File: config.mk
export PLATFORM = sky130hd
export DESIGN_NAME = pllcfg_top
export DESIGN_NICKNAME = d
export VERILOG_FILES = /design/src/design/pllcfg_pkg.sv /design/src/design/pllcfg_div_if.sv /design/src/design/pllcfg_top.sv /design/src/design/pllcfg_post_div.sv
export VERILOG_INCLUDE_DIRS = /design/src /design/src/design
export SDC_FILE = /design/constraint.sdc
export NUM_CORES = 1
export LEC_CHECK = 0
export BUFFER_PORTS_ARGS = -buffer_cell sky130_fd_sc_hd__buf_4
export CORE_MARGIN = 4
export CORE_UTILIZATION = 50
export DETAILED_ROUTE_END_ITERATION = 10
export MAX_ROUTING_LAYER = met4
export PLACE_DENSITY_LB_ADDON = 0.2
export SYNTH_ARGS = -nofsm -noshare
export SYNTH_HDL_FRONTEND = slang
export SYNTH_HIERARCHICAL = 1
export SYNTH_SLANG_ARGS = --single-unit
export TNS_END_PERCENT = 30
File: constraint.sdc
create_clock -name pclk -period 3.24 [get_ports pclk]
set_input_delay 0.324 -clock pclk [delete_from_list [all_inputs] [get_ports pclk]]
set_output_delay 0.324 -clock pclk [all_outputs]
set_load 0.03 [all_outputs]
File: src/design/pllcfg_regs.svh
// Purpose: register indices, reset values, field positions and codes of the PLL config bank
// Assumes: byte address of a register is four times its index
// Notes: definitions only
`ifndef PLLCFG_REGS_SVH
`define PLLCFG_REGS_SVH

// register indices
`define PLLCFG_IDX_SPREAD_UP 8'h10
`define PLLCFG_IDX_SPREAD_MID 8'h11
`define PLLCFG_IDX_SPREAD_LOW 8'h12
`define PLLCFG_IDX_VCO_SEL 8'h13
`define PLLCFG_IDX_MUX_STATES 8'h14
`define PLLCFG_IDX_PAIR_SEL 8'h15
`define PLLCFG_IDX_DIR_DIV_TWO 8'h16
`define PLLCFG_IDX_DIV_THREE 8'h17
`define PLLCFG_IDX_DIV_ONE 8'h20
`define PLLCFG_IDX_STATUS 8'h21
`define PLLCFG_IDX_STATUS_OUT 8'h22

// reset values
`define PLLCFG_RST_SPREAD 24'h000000
`define PLLCFG_RST_VCO_SEL 8'h00
`define PLLCFG_RST_MUX_STATES 8'hED
`define PLLCFG_RST_PAIR_SEL 8'h02
`define PLLCFG_RST_DIR 1'b0
`define PLLCFG_RST_DIV_ONE 7'h01
`define PLLCFG_RST_DIV_TWO 7'h01
`define PLLCFG_RST_DIV_THREE 7'h01

// field positions in the mux and output state register, then in the direction and divider registers
`define PLLCFG_BIT_BYPASS 7
`define PLLCFG_BIT_OUTB_MUX 6
`define PLLCFG_OUTC_MUX_HI 5
`define PLLCFG_OUTC_MUX_LO 4
`define PLLCFG_DEF_ONE_HI 3
`define PLLCFG_DEF_ONE_LO 2
`define PLLCFG_DEF_ZERO_HI 1
`define PLLCFG_DEF_ZERO_LO 0
`define PLLCFG_BIT_DIR 7
`define PLLCFG_DIV_HI 6

// output state definition codes
`define PLLCFG_OST_HIZ_PD 2'h0
`define PLLCFG_OST_HIZ 2'h1
`define PLLCFG_OST_LOW 2'h2
`define PLLCFG_OST_ON 2'h3

// output c source codes
`define PLLCFG_OUTC_DIV_ONE 2'h0
`define PLLCFG_OUTC_DIV_TWO 2'h1
`define PLLCFG_OUTC_DIV_THREE 2'h2

`define PLLCFG_NUM_STATES 8
`define PLLCFG_CODE_W 3
`define PLLCFG_DIV_W 7

`endif

File: src/design/pllcfg_pkg.sv
// Purpose: shared types of the PLL config bank
// Assumes: pllcfg_regs.svh supplies widths
// Notes: one packed struct per module holds all state
`include "pllcfg_regs.svh"

package pllcfg_pkg;

	typedef logic [`PLLCFG_DIV_W-1:0] pllcfg_div_t;
	typedef logic [`PLLCFG_CODE_W-1:0] pllcfg_code_t;

	typedef struct packed {
		pllcfg_div_t count;
		logic tick;
		logic standby;
	} pllcfg_div_s;

	typedef struct packed {
		logic [2:0] pin_s1;
		logic [2:0] pin_s2;
		logic [2:0] pin_s3;
		logic [2:0] idx;
		logic [23:0] spread;
		logic [7:0] vco_sel;
		logic [7:0] mux_states;
		logic [7:0] pair_sel;
		logic dir;
		pllcfg_div_t div_one;
		pllcfg_div_t div_two;
		pllcfg_div_t div_three;
		logic [31:0] prdata;
		pllcfg_code_t out_code;
		logic [7:0] out_amount;
		logic out_center;
		logic out_vco;
		logic out_bypass;
		logic out_pd;
		logic out_b_data;
		logic out_b_oe;
		logic out_c_data;
		logic out_c_oe;
	} pllcfg_state_s;

endpackage

File: src/design/pllcfg_div_if.sv
// Purpose: carries divisor and divider status between the bank and a post divider
// Assumes: single clock domain
// Notes: none
`timescale 1ns/10ps

interface pllcfg_div_if;
	import pllcfg_pkg::*;
	pllcfg_div_t divisor;
	logic tick;
	logic standby;
	modport ctrl (output divisor, input tick, input standby);
	modport div (input divisor, output tick, output standby);
endinterface

File: src/design/pllcfg_top.sv
// Purpose: configuration bank of the first PLL, reached over APB
// Assumes: control pins are asynchronous; pclk is the only clock
// Notes: settings are indexed by the synchronised control-pin state
// Notes on behaviour
// - eight 3-bit spread codes; the one indexed by pin state drives modulation
// - spread code decodes to 0, 0.25 ... 1.5, 2.0 percent
// - direction bit: clear is down spread, set is center spread
// - one vco set bit per state, eight in all; clear picks set zero, set picks one
// - three control pins select one of eight predefined settings
// - bypass bit, reset one: clear routes pll, set bypasses and powers down
// - output b mux: clear post divider one, set post divider two
// - output c mux: 00 one, 01 two, 10 three, 11 reserved; reset 10
// - state def: 00 hi-z and pll down, 01 hi-z, 10 low, 11 on
// - per-state select bit picks state def zero or one for outputs b, c
// - post divider zero is reset and standby; 1..127 divides by value
// - register bytes carry their most significant bit first
`timescale 1ns/10ps
`include "pllcfg_regs.svh"

module pllcfg_top
	import pllcfg_pkg::*;
#(
	parameter int ADDR_W = 12
) (
	// clock and reset
	input wire logic pclk,
	input wire logic presetn,
	// apb slave
	input wire logic psel,
	input wire logic penable,
	input wire logic pwrite,
	input wire logic [ADDR_W-1:0] paddr,
	input wire logic [31:0] pwdata,
	input wire logic [3:0] pstrb,
	output logic [31:0] prdata,
	output logic pready,
	output logic pslverr,
	// control pins
	input wire logic control_pin_zero,
	input wire logic control_pin_one,
	input wire logic control_pin_two,
	// modulation and vco selection
	output logic [2:0] spread_amount_code,
	output logic [7:0] spread_amount_hundredths,
	output logic spread_direction_bit,
	output logic vco_set_select_bit,
	// pll and output control
	output logic pll_bypass_select,
	output logic pll_power_down,
	output logic out_b_data,
	output logic out_b_oe,
	output logic out_c_data,
	output logic out_c_oe,
	output logic [2:0] divider_standby
);

	pllcfg_state_s st;
	pllcfg_state_s next_st;

	logic [7:0] index;
	logic upper_zero;
	logic access_phase;
	logic [2:0] ticks;
	pllcfg_div_t divisors [3];

	pllcfg_div_if div_bus [3] ();

	// true for every index that the bank answers
	function automatic logic reg_hit(input logic [7:0] i);
		case (i)
			`PLLCFG_IDX_SPREAD_UP,
			`PLLCFG_IDX_SPREAD_MID,
			`PLLCFG_IDX_SPREAD_LOW,
			`PLLCFG_IDX_VCO_SEL,
			`PLLCFG_IDX_MUX_STATES,
			`PLLCFG_IDX_PAIR_SEL,
			`PLLCFG_IDX_DIR_DIV_TWO,
			`PLLCFG_IDX_DIV_THREE,
			`PLLCFG_IDX_DIV_ONE,
			`PLLCFG_IDX_STATUS,
			`PLLCFG_IDX_STATUS_OUT: reg_hit = 1'b1;
			default: reg_hit = 1'b0;
		endcase
	endfunction

	// one bit of a per-state byte, chosen by the pin index
	function automatic logic pick_bit(input logic [7:0] v, input logic [2:0] i);
		pick_bit = v[i];
	endfunction

	// spread code of state i; state seven sits in the top three bits
	function automatic pllcfg_code_t pick_code(input logic [23:0] v, input logic [2:0] i);
		logic [4:0] lsb;
		lsb = 5'(i) * 5'd3;
		pick_code = v[lsb +: 3];
	endfunction

	// modulation amount in hundredths of a percent
	function automatic logic [7:0] spread_amount(input pllcfg_code_t c);
		case (c)
			3'h0: spread_amount = 8'h00;
			3'h1: spread_amount = 8'h19;
			3'h2: spread_amount = 8'h32;
			3'h3: spread_amount = 8'h4B;
			3'h4: spread_amount = 8'h64;
			3'h5: spread_amount = 8'h7D;
			3'h6: spread_amount = 8'h96;
			3'h7: spread_amount = 8'hC8;
			default: spread_amount = 8'h00;
		endcase
	endfunction

	// register byte as software reads it; bit 7 is the byte's msb
	function automatic logic [7:0] read_byte(input pllcfg_state_s s, input logic [7:0] i,
			input logic [2:0] stb);
		case (i)
			`PLLCFG_IDX_SPREAD_UP: read_byte = s.spread[23:16];
			`PLLCFG_IDX_SPREAD_MID: read_byte = s.spread[15:8];
			`PLLCFG_IDX_SPREAD_LOW: read_byte = s.spread[7:0];
			`PLLCFG_IDX_VCO_SEL: read_byte = s.vco_sel;
			`PLLCFG_IDX_MUX_STATES: read_byte = s.mux_states;
			`PLLCFG_IDX_PAIR_SEL: read_byte = s.pair_sel;
			`PLLCFG_IDX_DIR_DIV_TWO: read_byte = {s.dir, s.div_two};
			`PLLCFG_IDX_DIV_THREE: read_byte = {1'b0, s.div_three};
			`PLLCFG_IDX_DIV_ONE: read_byte = {1'b0, s.div_one};
			`PLLCFG_IDX_STATUS: read_byte = {s.out_vco, s.out_code, 1'b0, s.idx};
			`PLLCFG_IDX_STATUS_OUT: read_byte = {s.out_bypass, s.out_pd, s.out_b_oe,
					s.out_c_oe, s.out_center, stb};
			default: read_byte = 8'h00;
		endcase
	endfunction

	assign index = paddr[9:2];
	assign upper_zero = (paddr[ADDR_W-1:10] == '0);
	assign access_phase = psel && penable;

	always_comb begin
		logic [2:0] pins;
		logic [1:0] def;
		logic src_b;
		logic src_c;
		logic pd_by_def;
		pins = {control_pin_two, control_pin_one, control_pin_zero};
		def = 2'h0;
		src_b = 1'b0;
		src_c = 1'b0;
		pd_by_def = 1'b0;
		next_st = st;

		// three-stage pin synchroniser; index moves once stages two and three agree
		next_st.pin_s1 = pins;
		next_st.pin_s2 = st.pin_s1;
		next_st.pin_s3 = st.pin_s2;
		if (st.pin_s2 == st.pin_s3) begin
			next_st.idx = st.pin_s3;
		end

		// read data is captured in the setup cycle so that the access phase needs no wait
		if (psel && !penable && !pwrite) begin
			if (upper_zero && reg_hit(index)) begin
				next_st.prdata = {24'h000000, read_byte(st, index, divider_standby)};
			end else begin
				next_st.prdata = 32'h00000000;
			end
		end

		// writes land only on the access edge and only on byte lane zero
		if (access_phase && pwrite && upper_zero && pstrb[0]) begin
			case (index)
				`PLLCFG_IDX_SPREAD_UP: next_st.spread[23:16] = pwdata[7:0];
				`PLLCFG_IDX_SPREAD_MID: next_st.spread[15:8] = pwdata[7:0];
				`PLLCFG_IDX_SPREAD_LOW: next_st.spread[7:0] = pwdata[7:0];
				`PLLCFG_IDX_VCO_SEL: next_st.vco_sel = pwdata[7:0];
				`PLLCFG_IDX_MUX_STATES: next_st.mux_states = pwdata[7:0];
				`PLLCFG_IDX_PAIR_SEL: next_st.pair_sel = pwdata[7:0];
				`PLLCFG_IDX_DIR_DIV_TWO: begin
					next_st.dir = pwdata[`PLLCFG_BIT_DIR];
					next_st.div_two = pwdata[`PLLCFG_DIV_HI:0];
				end
				`PLLCFG_IDX_DIV_THREE: next_st.div_three = pwdata[`PLLCFG_DIV_HI:0];
				`PLLCFG_IDX_DIV_ONE: next_st.div_one = pwdata[`PLLCFG_DIV_HI:0];
				// status and unmapped indices, 40h and above among them, are never stored
				default: begin
				end
			endcase
		end

		// active setting of the present control state
		next_st.out_code = pick_code(st.spread, st.idx);
		next_st.out_amount = spread_amount(pick_code(st.spread, st.idx));
		next_st.out_center = st.dir;
		next_st.out_vco = pick_bit(st.vco_sel, st.idx);
		next_st.out_bypass = st.mux_states[`PLLCFG_BIT_BYPASS];

		// state definition one or zero for the output pair
		if (pick_bit(st.pair_sel, st.idx)) begin
			def = st.mux_states[`PLLCFG_DEF_ONE_HI:`PLLCFG_DEF_ONE_LO];
		end else begin
			def = st.mux_states[`PLLCFG_DEF_ZERO_HI:`PLLCFG_DEF_ZERO_LO];
		end

		// output b source
		if (st.mux_states[`PLLCFG_BIT_OUTB_MUX]) begin
			src_b = ticks[1];
		end else begin
			src_b = ticks[0];
		end

		// output c source; the reserved code gives a quiet output
		case (st.mux_states[`PLLCFG_OUTC_MUX_HI:`PLLCFG_OUTC_MUX_LO])
			`PLLCFG_OUTC_DIV_ONE: src_c = ticks[0];
			`PLLCFG_OUTC_DIV_TWO: src_c = ticks[1];
			`PLLCFG_OUTC_DIV_THREE: src_c = ticks[2];
			default: src_c = 1'b0;
		endcase

		// output pair drive from the chosen definition
		case (def)
			`PLLCFG_OST_HIZ_PD: begin
				next_st.out_b_oe = 1'b0;
				next_st.out_c_oe = 1'b0;
				next_st.out_b_data = 1'b0;
				next_st.out_c_data = 1'b0;
				pd_by_def = 1'b1;
			end
			`PLLCFG_OST_HIZ: begin
				next_st.out_b_oe = 1'b0;
				next_st.out_c_oe = 1'b0;
				next_st.out_b_data = 1'b0;
				next_st.out_c_data = 1'b0;
			end
			`PLLCFG_OST_LOW: begin
				next_st.out_b_oe = 1'b1;
				next_st.out_c_oe = 1'b1;
				next_st.out_b_data = 1'b0;
				next_st.out_c_data = 1'b0;
			end
			default: begin
				next_st.out_b_oe = 1'b1;
				next_st.out_c_oe = 1'b1;
				next_st.out_b_data = src_b;
				next_st.out_c_data = src_c;
			end
		endcase

		// the pll sleeps when bypassed or when the pair definition asks for it
		next_st.out_pd = st.mux_states[`PLLCFG_BIT_BYPASS] || pd_by_def;
	end

	always_ff @(posedge pclk or negedge presetn) begin
		if (!presetn) begin
			st <= '{
				pin_s1: 3'h0,
				pin_s2: 3'h0,
				pin_s3: 3'h0,
				idx: 3'h0,
				spread: `PLLCFG_RST_SPREAD,
				vco_sel: `PLLCFG_RST_VCO_SEL,
				mux_states: `PLLCFG_RST_MUX_STATES,
				pair_sel: `PLLCFG_RST_PAIR_SEL,
				dir: `PLLCFG_RST_DIR,
				div_one: `PLLCFG_RST_DIV_ONE,
				div_two: `PLLCFG_RST_DIV_TWO,
				div_three: `PLLCFG_RST_DIV_THREE,
				prdata: 32'h00000000,
				out_code: 3'h0,
				out_amount: 8'h00,
				out_center: 1'b0,
				out_vco: 1'b0,
				out_bypass: 1'b1,
				out_pd: 1'b1,
				out_b_data: 1'b0,
				out_b_oe: 1'b0,
				out_c_data: 1'b0,
				out_c_oe: 1'b0
			};
		end else begin
			st <= next_st;
		end
	end

	// post dividers
	assign divisors[0] = st.div_one;
	assign divisors[1] = st.div_two;
	assign divisors[2] = st.div_three;

	for (genvar g = 0; g < 3; g++) begin : g_div
		assign div_bus[g].divisor = divisors[g];
		assign ticks[g] = div_bus[g].tick;
		assign divider_standby[g] = div_bus[g].standby;
		pllcfg_post_div u_div (
			.pclk(pclk),
			.presetn(presetn),
			.bus(div_bus[g])
		);
	end

	// zero-wait slave; the host keeps below 40h, anything unmapped is answered with an error
	assign pready = 1'b1;
	assign pslverr = access_phase && !(upper_zero && reg_hit(index));
	assign prdata = st.prdata;

	assign spread_amount_code = st.out_code;
	assign spread_amount_hundredths = st.out_amount;
	assign spread_direction_bit = st.out_center;
	assign vco_set_select_bit = st.out_vco;
	assign pll_bypass_select = st.out_bypass;
	assign pll_power_down = st.out_pd;
	assign out_b_data = st.out_b_data;
	assign out_b_oe = st.out_b_oe;
	assign out_c_data = st.out_c_data;
	assign out_c_oe = st.out_c_oe;

endmodule

File: src/design/pllcfg_post_div.sv
// Purpose: one 7-bit post divider, a tick every divisor cycles of pclk
// Assumes: divisor may change at any time
// Notes: divisor zero holds the divider in reset and standby
`timescale 1ns/10ps

module pllcfg_post_div
	import pllcfg_pkg::*;
(
	// clock and reset
	input wire logic pclk,
	input wire logic presetn,
	// divisor in, tick out
	pllcfg_div_if.div bus
);

	pllcfg_div_s st;
	pllcfg_div_s next_st;

	always_comb begin
		next_st = st;
		if (bus.divisor == '0) begin
			// zero divisor: reset and standby
			next_st.count = '0;
			next_st.tick = 1'b0;
			next_st.standby = 1'b1;
		end else begin
			next_st.standby = 1'b0;
			// >= so that a divisor lowered mid-count wraps at once
			if (st.count >= bus.divisor - 7'h01) begin
				next_st.count = '0;
				next_st.tick = 1'b1;
			end else begin
				next_st.count = st.count + 7'h01;
				next_st.tick = 1'b0;
			end
		end
	end

	always_ff @(posedge pclk or negedge presetn) begin
		if (!presetn) begin
			st <= '{count: '0, tick: 1'b0, standby: 1'b0};
		end else begin
			st <= next_st;
		end
	end

	assign bus.tick = st.tick;
	assign bus.standby = st.standby;

endmodule

=== After elaboration in Yosys (flattened, before gate mapping) ===
Memory sizes are Yosys's and may differ from the RTL's. A register that Yosys moved wholly into a read port is not among the register bits.
Cells that the tools add are included.

* Bits in registers: 152
* ROM bits: 64
* Output and inout bits: 56
* Memories kept: 1

{| class="wikitable"
|+ Memories
! name !! depth !! width !! read ports !! clocked after memory_dff !! write ports !! line !! RTL
|-
| (no name shown) || 8 || 8 || 1 || 1 || 0 || pllcfg_top.sv:100 || <nowiki>case (c)</nowiki>
|}

* Add/subtract/negate cells: 6
* Multipliers: 1
* Magnitude comparators: 4
* Eq/ne operators: 16
* Shifts and indexed selects: 1
* Mux-type cells: 19
* Reduce and logical (&&, ||, !) cells: 31

{| class="wikitable"
|+ Operators with widths
! cell !! count
|-
| one-hot mux 8 bit (11 select lines) || 1
|-
| equality test 8 x 5 -> 1 bit, second input constant || 8
|-
| two-way mux 8 bit || 4
|-
| two-way mux 9 bit || 3
|-
| equality test 8 x 6 -> 1 bit, second input constant || 3
|-
| variable part select 24 x 6 -> 3 bit || 1
|-
| adder 7 x 1 -> 7 bit, second input constant || 3
|-
| greater-or-equal comparator 7 bit || 3
|-
| zero test 7 bit || 3
|-
| subtractor 7 x 1 -> 7 bit, second input constant || 3
|-
| AND reduction 2 bit || 9
|-
| OR reduction 11 bit || 1
|-
| logical AND 1 bit || 9
|-
| one-hot mux 4 bit (2 select lines) || 1
|-
| binary-select mux 1 bit (select 3 bit) || 2
|-
| zero test 2 bit || 3
|-
| two-way mux 1 bit || 6
|-
| multiplier 3 x 2 -> 5 bit, second input constant || 1
|-
| equality test 2 x 1 -> 1 bit, second input constant || 2
|-
| equality test 2 bit, second input constant || 2
|-
| zero test 1 bit || 4
|-
| less-than comparator 3 x 4 -> 1 bit, second input constant || 1
|-
| equality test 3 bit || 1
|-
| one-hot mux 1 bit (3 select lines) || 1
|-
| 3 further kinds || 3
|}

=== Logic depth before layout (Yosys ltp) ===
* Word-level depth: 6
* Gate-level depth with buffers: 9
* Depth with buffers taken out: 9

=== Modules after synthesis ===
Netlist, hierarchy kept.

{| class="wikitable"
|+ Modules (own cells, without submodules)
! module !! times used !! cells each !! area each (µm²) !! sequential area each (µm²)
|-
| pllcfg_top || 1 || 447 || 5544.1 || 2692.6
|-
| pllcfg_post_div || 3 || 63 || 615.6 || 225.2
|}

=== Least setup slack after synthesis ===
No wires, ideal clock.

* Kind: reg-to-reg
* From: register st (netlist bit div_bus[0].divisor[0])
* To: register g_div[0].u_div/st[4] in the netlist's numbering
* Setup time: 72 ps
* Data arrival time: 2072 ps
* Required time: 3168 ps
* Path slack: 1096 ps
* Cell stages (with the launch flop): 9
* Period minus slack after synthesis: 2144 ps
* Path through: dfstp_2 inv_1 ha_1 nand2_1 xor2_1 ha_1 and4_1 a2111o_1 nor2_1

{| class="wikitable"
|+ RTL lines
! item !! line !! RTL
|-
| start, declared || pllcfg_top.sv:57 || <nowiki>pllcfg_state_s st;</nowiki>
|-
| start signal, assigned || pllcfg_top.sv:252 || <nowiki>st <= '{</nowiki>
|-
| start signal, assigned || pllcfg_top.sv:278 || <nowiki>st <= next_st;</nowiki>
|-
| end signal, assigned || pllcfg_post_div.sv:41 || <nowiki>st <= '{count: '0, tick: 1'b0, standby: 1'b0};</nowiki>
|-
| end signal, assigned || pllcfg_post_div.sv:43 || <nowiki>st <= next_st;</nowiki>
|-
| end, declared || pllcfg_post_div.sv:16 || <nowiki>pllcfg_div_s st;</nowiki>
|}

==> flow_summary.ini <==
[sta]
max_freq_mhz = 402
fin_skew_ns = 0.00816
tns_ns = 0
setup_viol = 0
finalCritPeriodShare = 0.768
layout_min_cycle_time_ns = 2.49
tightest_slew_ns = 0.834
rsz0062_at_grt = false
maxSlewViolCount = 0
slew_headroom = 0.442
finalHoldViolations = 0

[logic_synthesis]
synth_area_leader_cell = dfrtp_1
postSynthCellCount = 636
ys.warnings.count = 6
synth_top_area_frac = 0.413
syn_area_mm2 = 0.00739
synthTopCellsByArea = dfrtp_1 41%, mux2_2 12%, ha_1 5.6%, buf_4 5.1%, dfstp_2 4.3%
ys_seq_area_frac = 0.456
synth-edff-count = 0
synth_most_common_cell = dfrtp_1
syn_area_per_cell_um2 = 11.6
ys.flop_type = dfrtp_1
synth_commonest_cells = 122 x dfrtp_1, 79 x mux2_2, 50 x buf_4
ys_ff_latch = 134
synthArstFlopShare = 1.00
synth_cell_types = 52

[clock_tree]
cts_tree = yes
cts_root_buf = clkbuf_16
cts.sink_count = 134
cts_resized = 0
worstSkewPairLatency_ns = 0.42
clk_path_buf_depth = 2
postCtsHoldBufs = 4
numCtsBuffers = 17
postCtsSetupBuffers = 0
clkSlewWorstSetupHoldPaths_ns = 0.06
htree_levels = 4

[grt]
grt_pass1_vias = 4877
grt_antenna_before_repair = 0
grt_max_degree = 80
grt_pass1_wl_mm = 26.9
grt_util_all_layers = 0.218
grt_remaining_overflow = 0

[floorplanning]
die_area_mm2 = 0.0168
io_pins = 112
die_height_um = 130
initial_core_util = 0.509
fp.coreArea_mm2 = 0.0145
num_rows = 44
die_w_um = 130

[cells_and_area]
drive_gt1_frac = 0.311
fin_nets = 770
final_cell_count_no_fill = 878
area_growth_pct = 14.1
diodes = 0

[pwr]
ir_worst_vdd_mv = 0.338
intPower_mw = 3.11
p_leak_nw = 3.94
p_total_mw = 4.08
seq_power_share = 0.431
p_sw_frac = 0.239
pwr_density_cell_mw_per_mm2 = 484
combPwrFrac = 0.065
p_sw_uw = 977
clkPwrFrac = 0.504

[routing]
routedWlPerCell_um = 19.5
dr_total_vias = 4984
wirelength_mm = 17.1
viasPerCell = 5.68
drc_errors = 0
drtAntennaViolNets = 0
drt-initial-drc-count = 355
first_pass_iters = 5

[setup_path]
arrival_ns = 2.76
worst-setup-path-type = flop to flop
worstPathRequired_ns = 3.51
cp_max_fo = 12
startpoint_type = flop
end_kind = flop

[run]
cap_violations = 0

[placement]
portBuffers = 57
gp_congestion = 0.926
dp_hpwl_mm = 12.3
dpl.cell_count = 842

[hold_path]
hold_path.class = primary input to flop

[outcome]
status = finished, final reports clean
## cells in the final DEF, fill, tap and decap left out, drive strengths merged, types with 2 or more instances in the layout
master	Yosys	routed
a221oi	2	2
a21oi	13	13
o32ai	3	3
nand2b	2	2
a22oi	13	13
and4	3	3
o22ai	6	6
nor4	6	6
a2111o	3	3
dlygate4sd3	0	4
nor2	56	56
nand3	20	20
dfstp	12	12
clkbuf	3	18
nand2	42	42
a211oi	6	6
xor2	13	13
dfrtp	122	122
and3b	3	3
nor2b	12	12
a31oi	4	4
buf	58	60
mux2	79	79
mux4	13	13
a22o	2	2
and3	5	5
ha	33	33
inv	21	22
conb	2	25
xnor2	20	20
clkinvlp	0	3
nor4b	5	5
nor3	6	6
a21boi	3	3
clkinv	0	6
mux2i	19	19
bufinv	0	4
o21ai	18	18
## stage by stage
stage	hold WS (ns)	setup WS [ns]	util	cell area (um^2)
after CTS	0.222	0.695	0.580	8430
final	0.234	0.753	0.580	8430
after detailed placement	0.335	0.700	0.533	7750
after global routing	0.223	0.469	0.580	8430
after global placement	0.333	0.761	0.533	7750
after floorplan	0.0284	1.10	-	7480
## critical path, cell delays in order, from the launching register on
cell,delay [ns]
dfrtp_1,0.83
mux4_2,0.62
mux2i_2,0.34
inv_1,0.16
ha_1,0.23
nor2_1,0.11
a21oi_1,0.05
## state kept, by name, indices dropped and copies added, names as in the netlist
register	flops
vco_set_select_bit	1
spread_amount_code	2
spread_amount_hundredths	8
prdata	8
st	53
out_b_oe	1
g_div.u_div/bus.tick	3
spread_direction_bit	1
g_div.u_div/bus.standby	3
pll_power_down	1
div_bus.divisor	21
next_st	8
out_c_data	1
pll_bypass_select	1
g_div.u_div/st	21
out_b_data	1
## metal layers
| metal | track usage | vias up | wire, um |
|---|---|---|---|
| met1 | 0.289 | 2507 | 7610 |
| met5 | - | - | 0 |
| met2 | 0.338 | 152 | 8170 |
| li1 | - | 2299 | - |
| met4 | 0.0837 | 0 | 381 |
| met3 | 0.0371 | 26 | 976 |
## worst paths after layout
path / startpoint / to / slack (ns) / depth (start not counted)
max reg2reg: st[121] / spread_amount_hundredths[1] / 0.75 / 6
max in group asynchronous: presetn / st[112] / 1.96 / 3
min reg2reg: next_st[127] / next_st[124] / 0.35 / 0
max: st[121] / spread_amount_hundredths[1] / 0.75 / 6
min in group asynchronous: presetn / g_div[0].u_div/st[7] / 0.50 / 2
min: pwdata[7] / next_st[7] / 0.23 / 2
## kinds of logic after synthesis
family / count (synthesis) / share of synthesized area
AOI/OAI and AO/OA: 79 / 0.0719
xor gates and xnor gates: 33 / 0.0391
adders and majority gates: 33 / 0.0559
buffers and inverters: 82 / 0.0679
DFF: 134 / 0.456
muxes: 111 / 0.187
other: 2 / 0.00102
and+or+nand+nor: 162 / 0.122
## power by group through the flow
stage,clock (mW),combinational (mW),sequential (mW)
floorplan,0,0.214,1.74
global placement,0,0.257,1.79
detailed placement,0,0.262,1.79
CTS,2.09,0.266,1.76
global route,2.16,0.286,1.76
finish,2.06,0.265,1.76
## layout make-up
class,instances,area [um^2]
sequential,134,3370
fill,1200,6100
inverter,21,78.8
tap,184,230
clock buffer,18,439
clock inverter,14,200
multi-input combinational,443,3610
timing repair buffer,64,507
No activity file was read; power rests on OpenSTA's default activity.
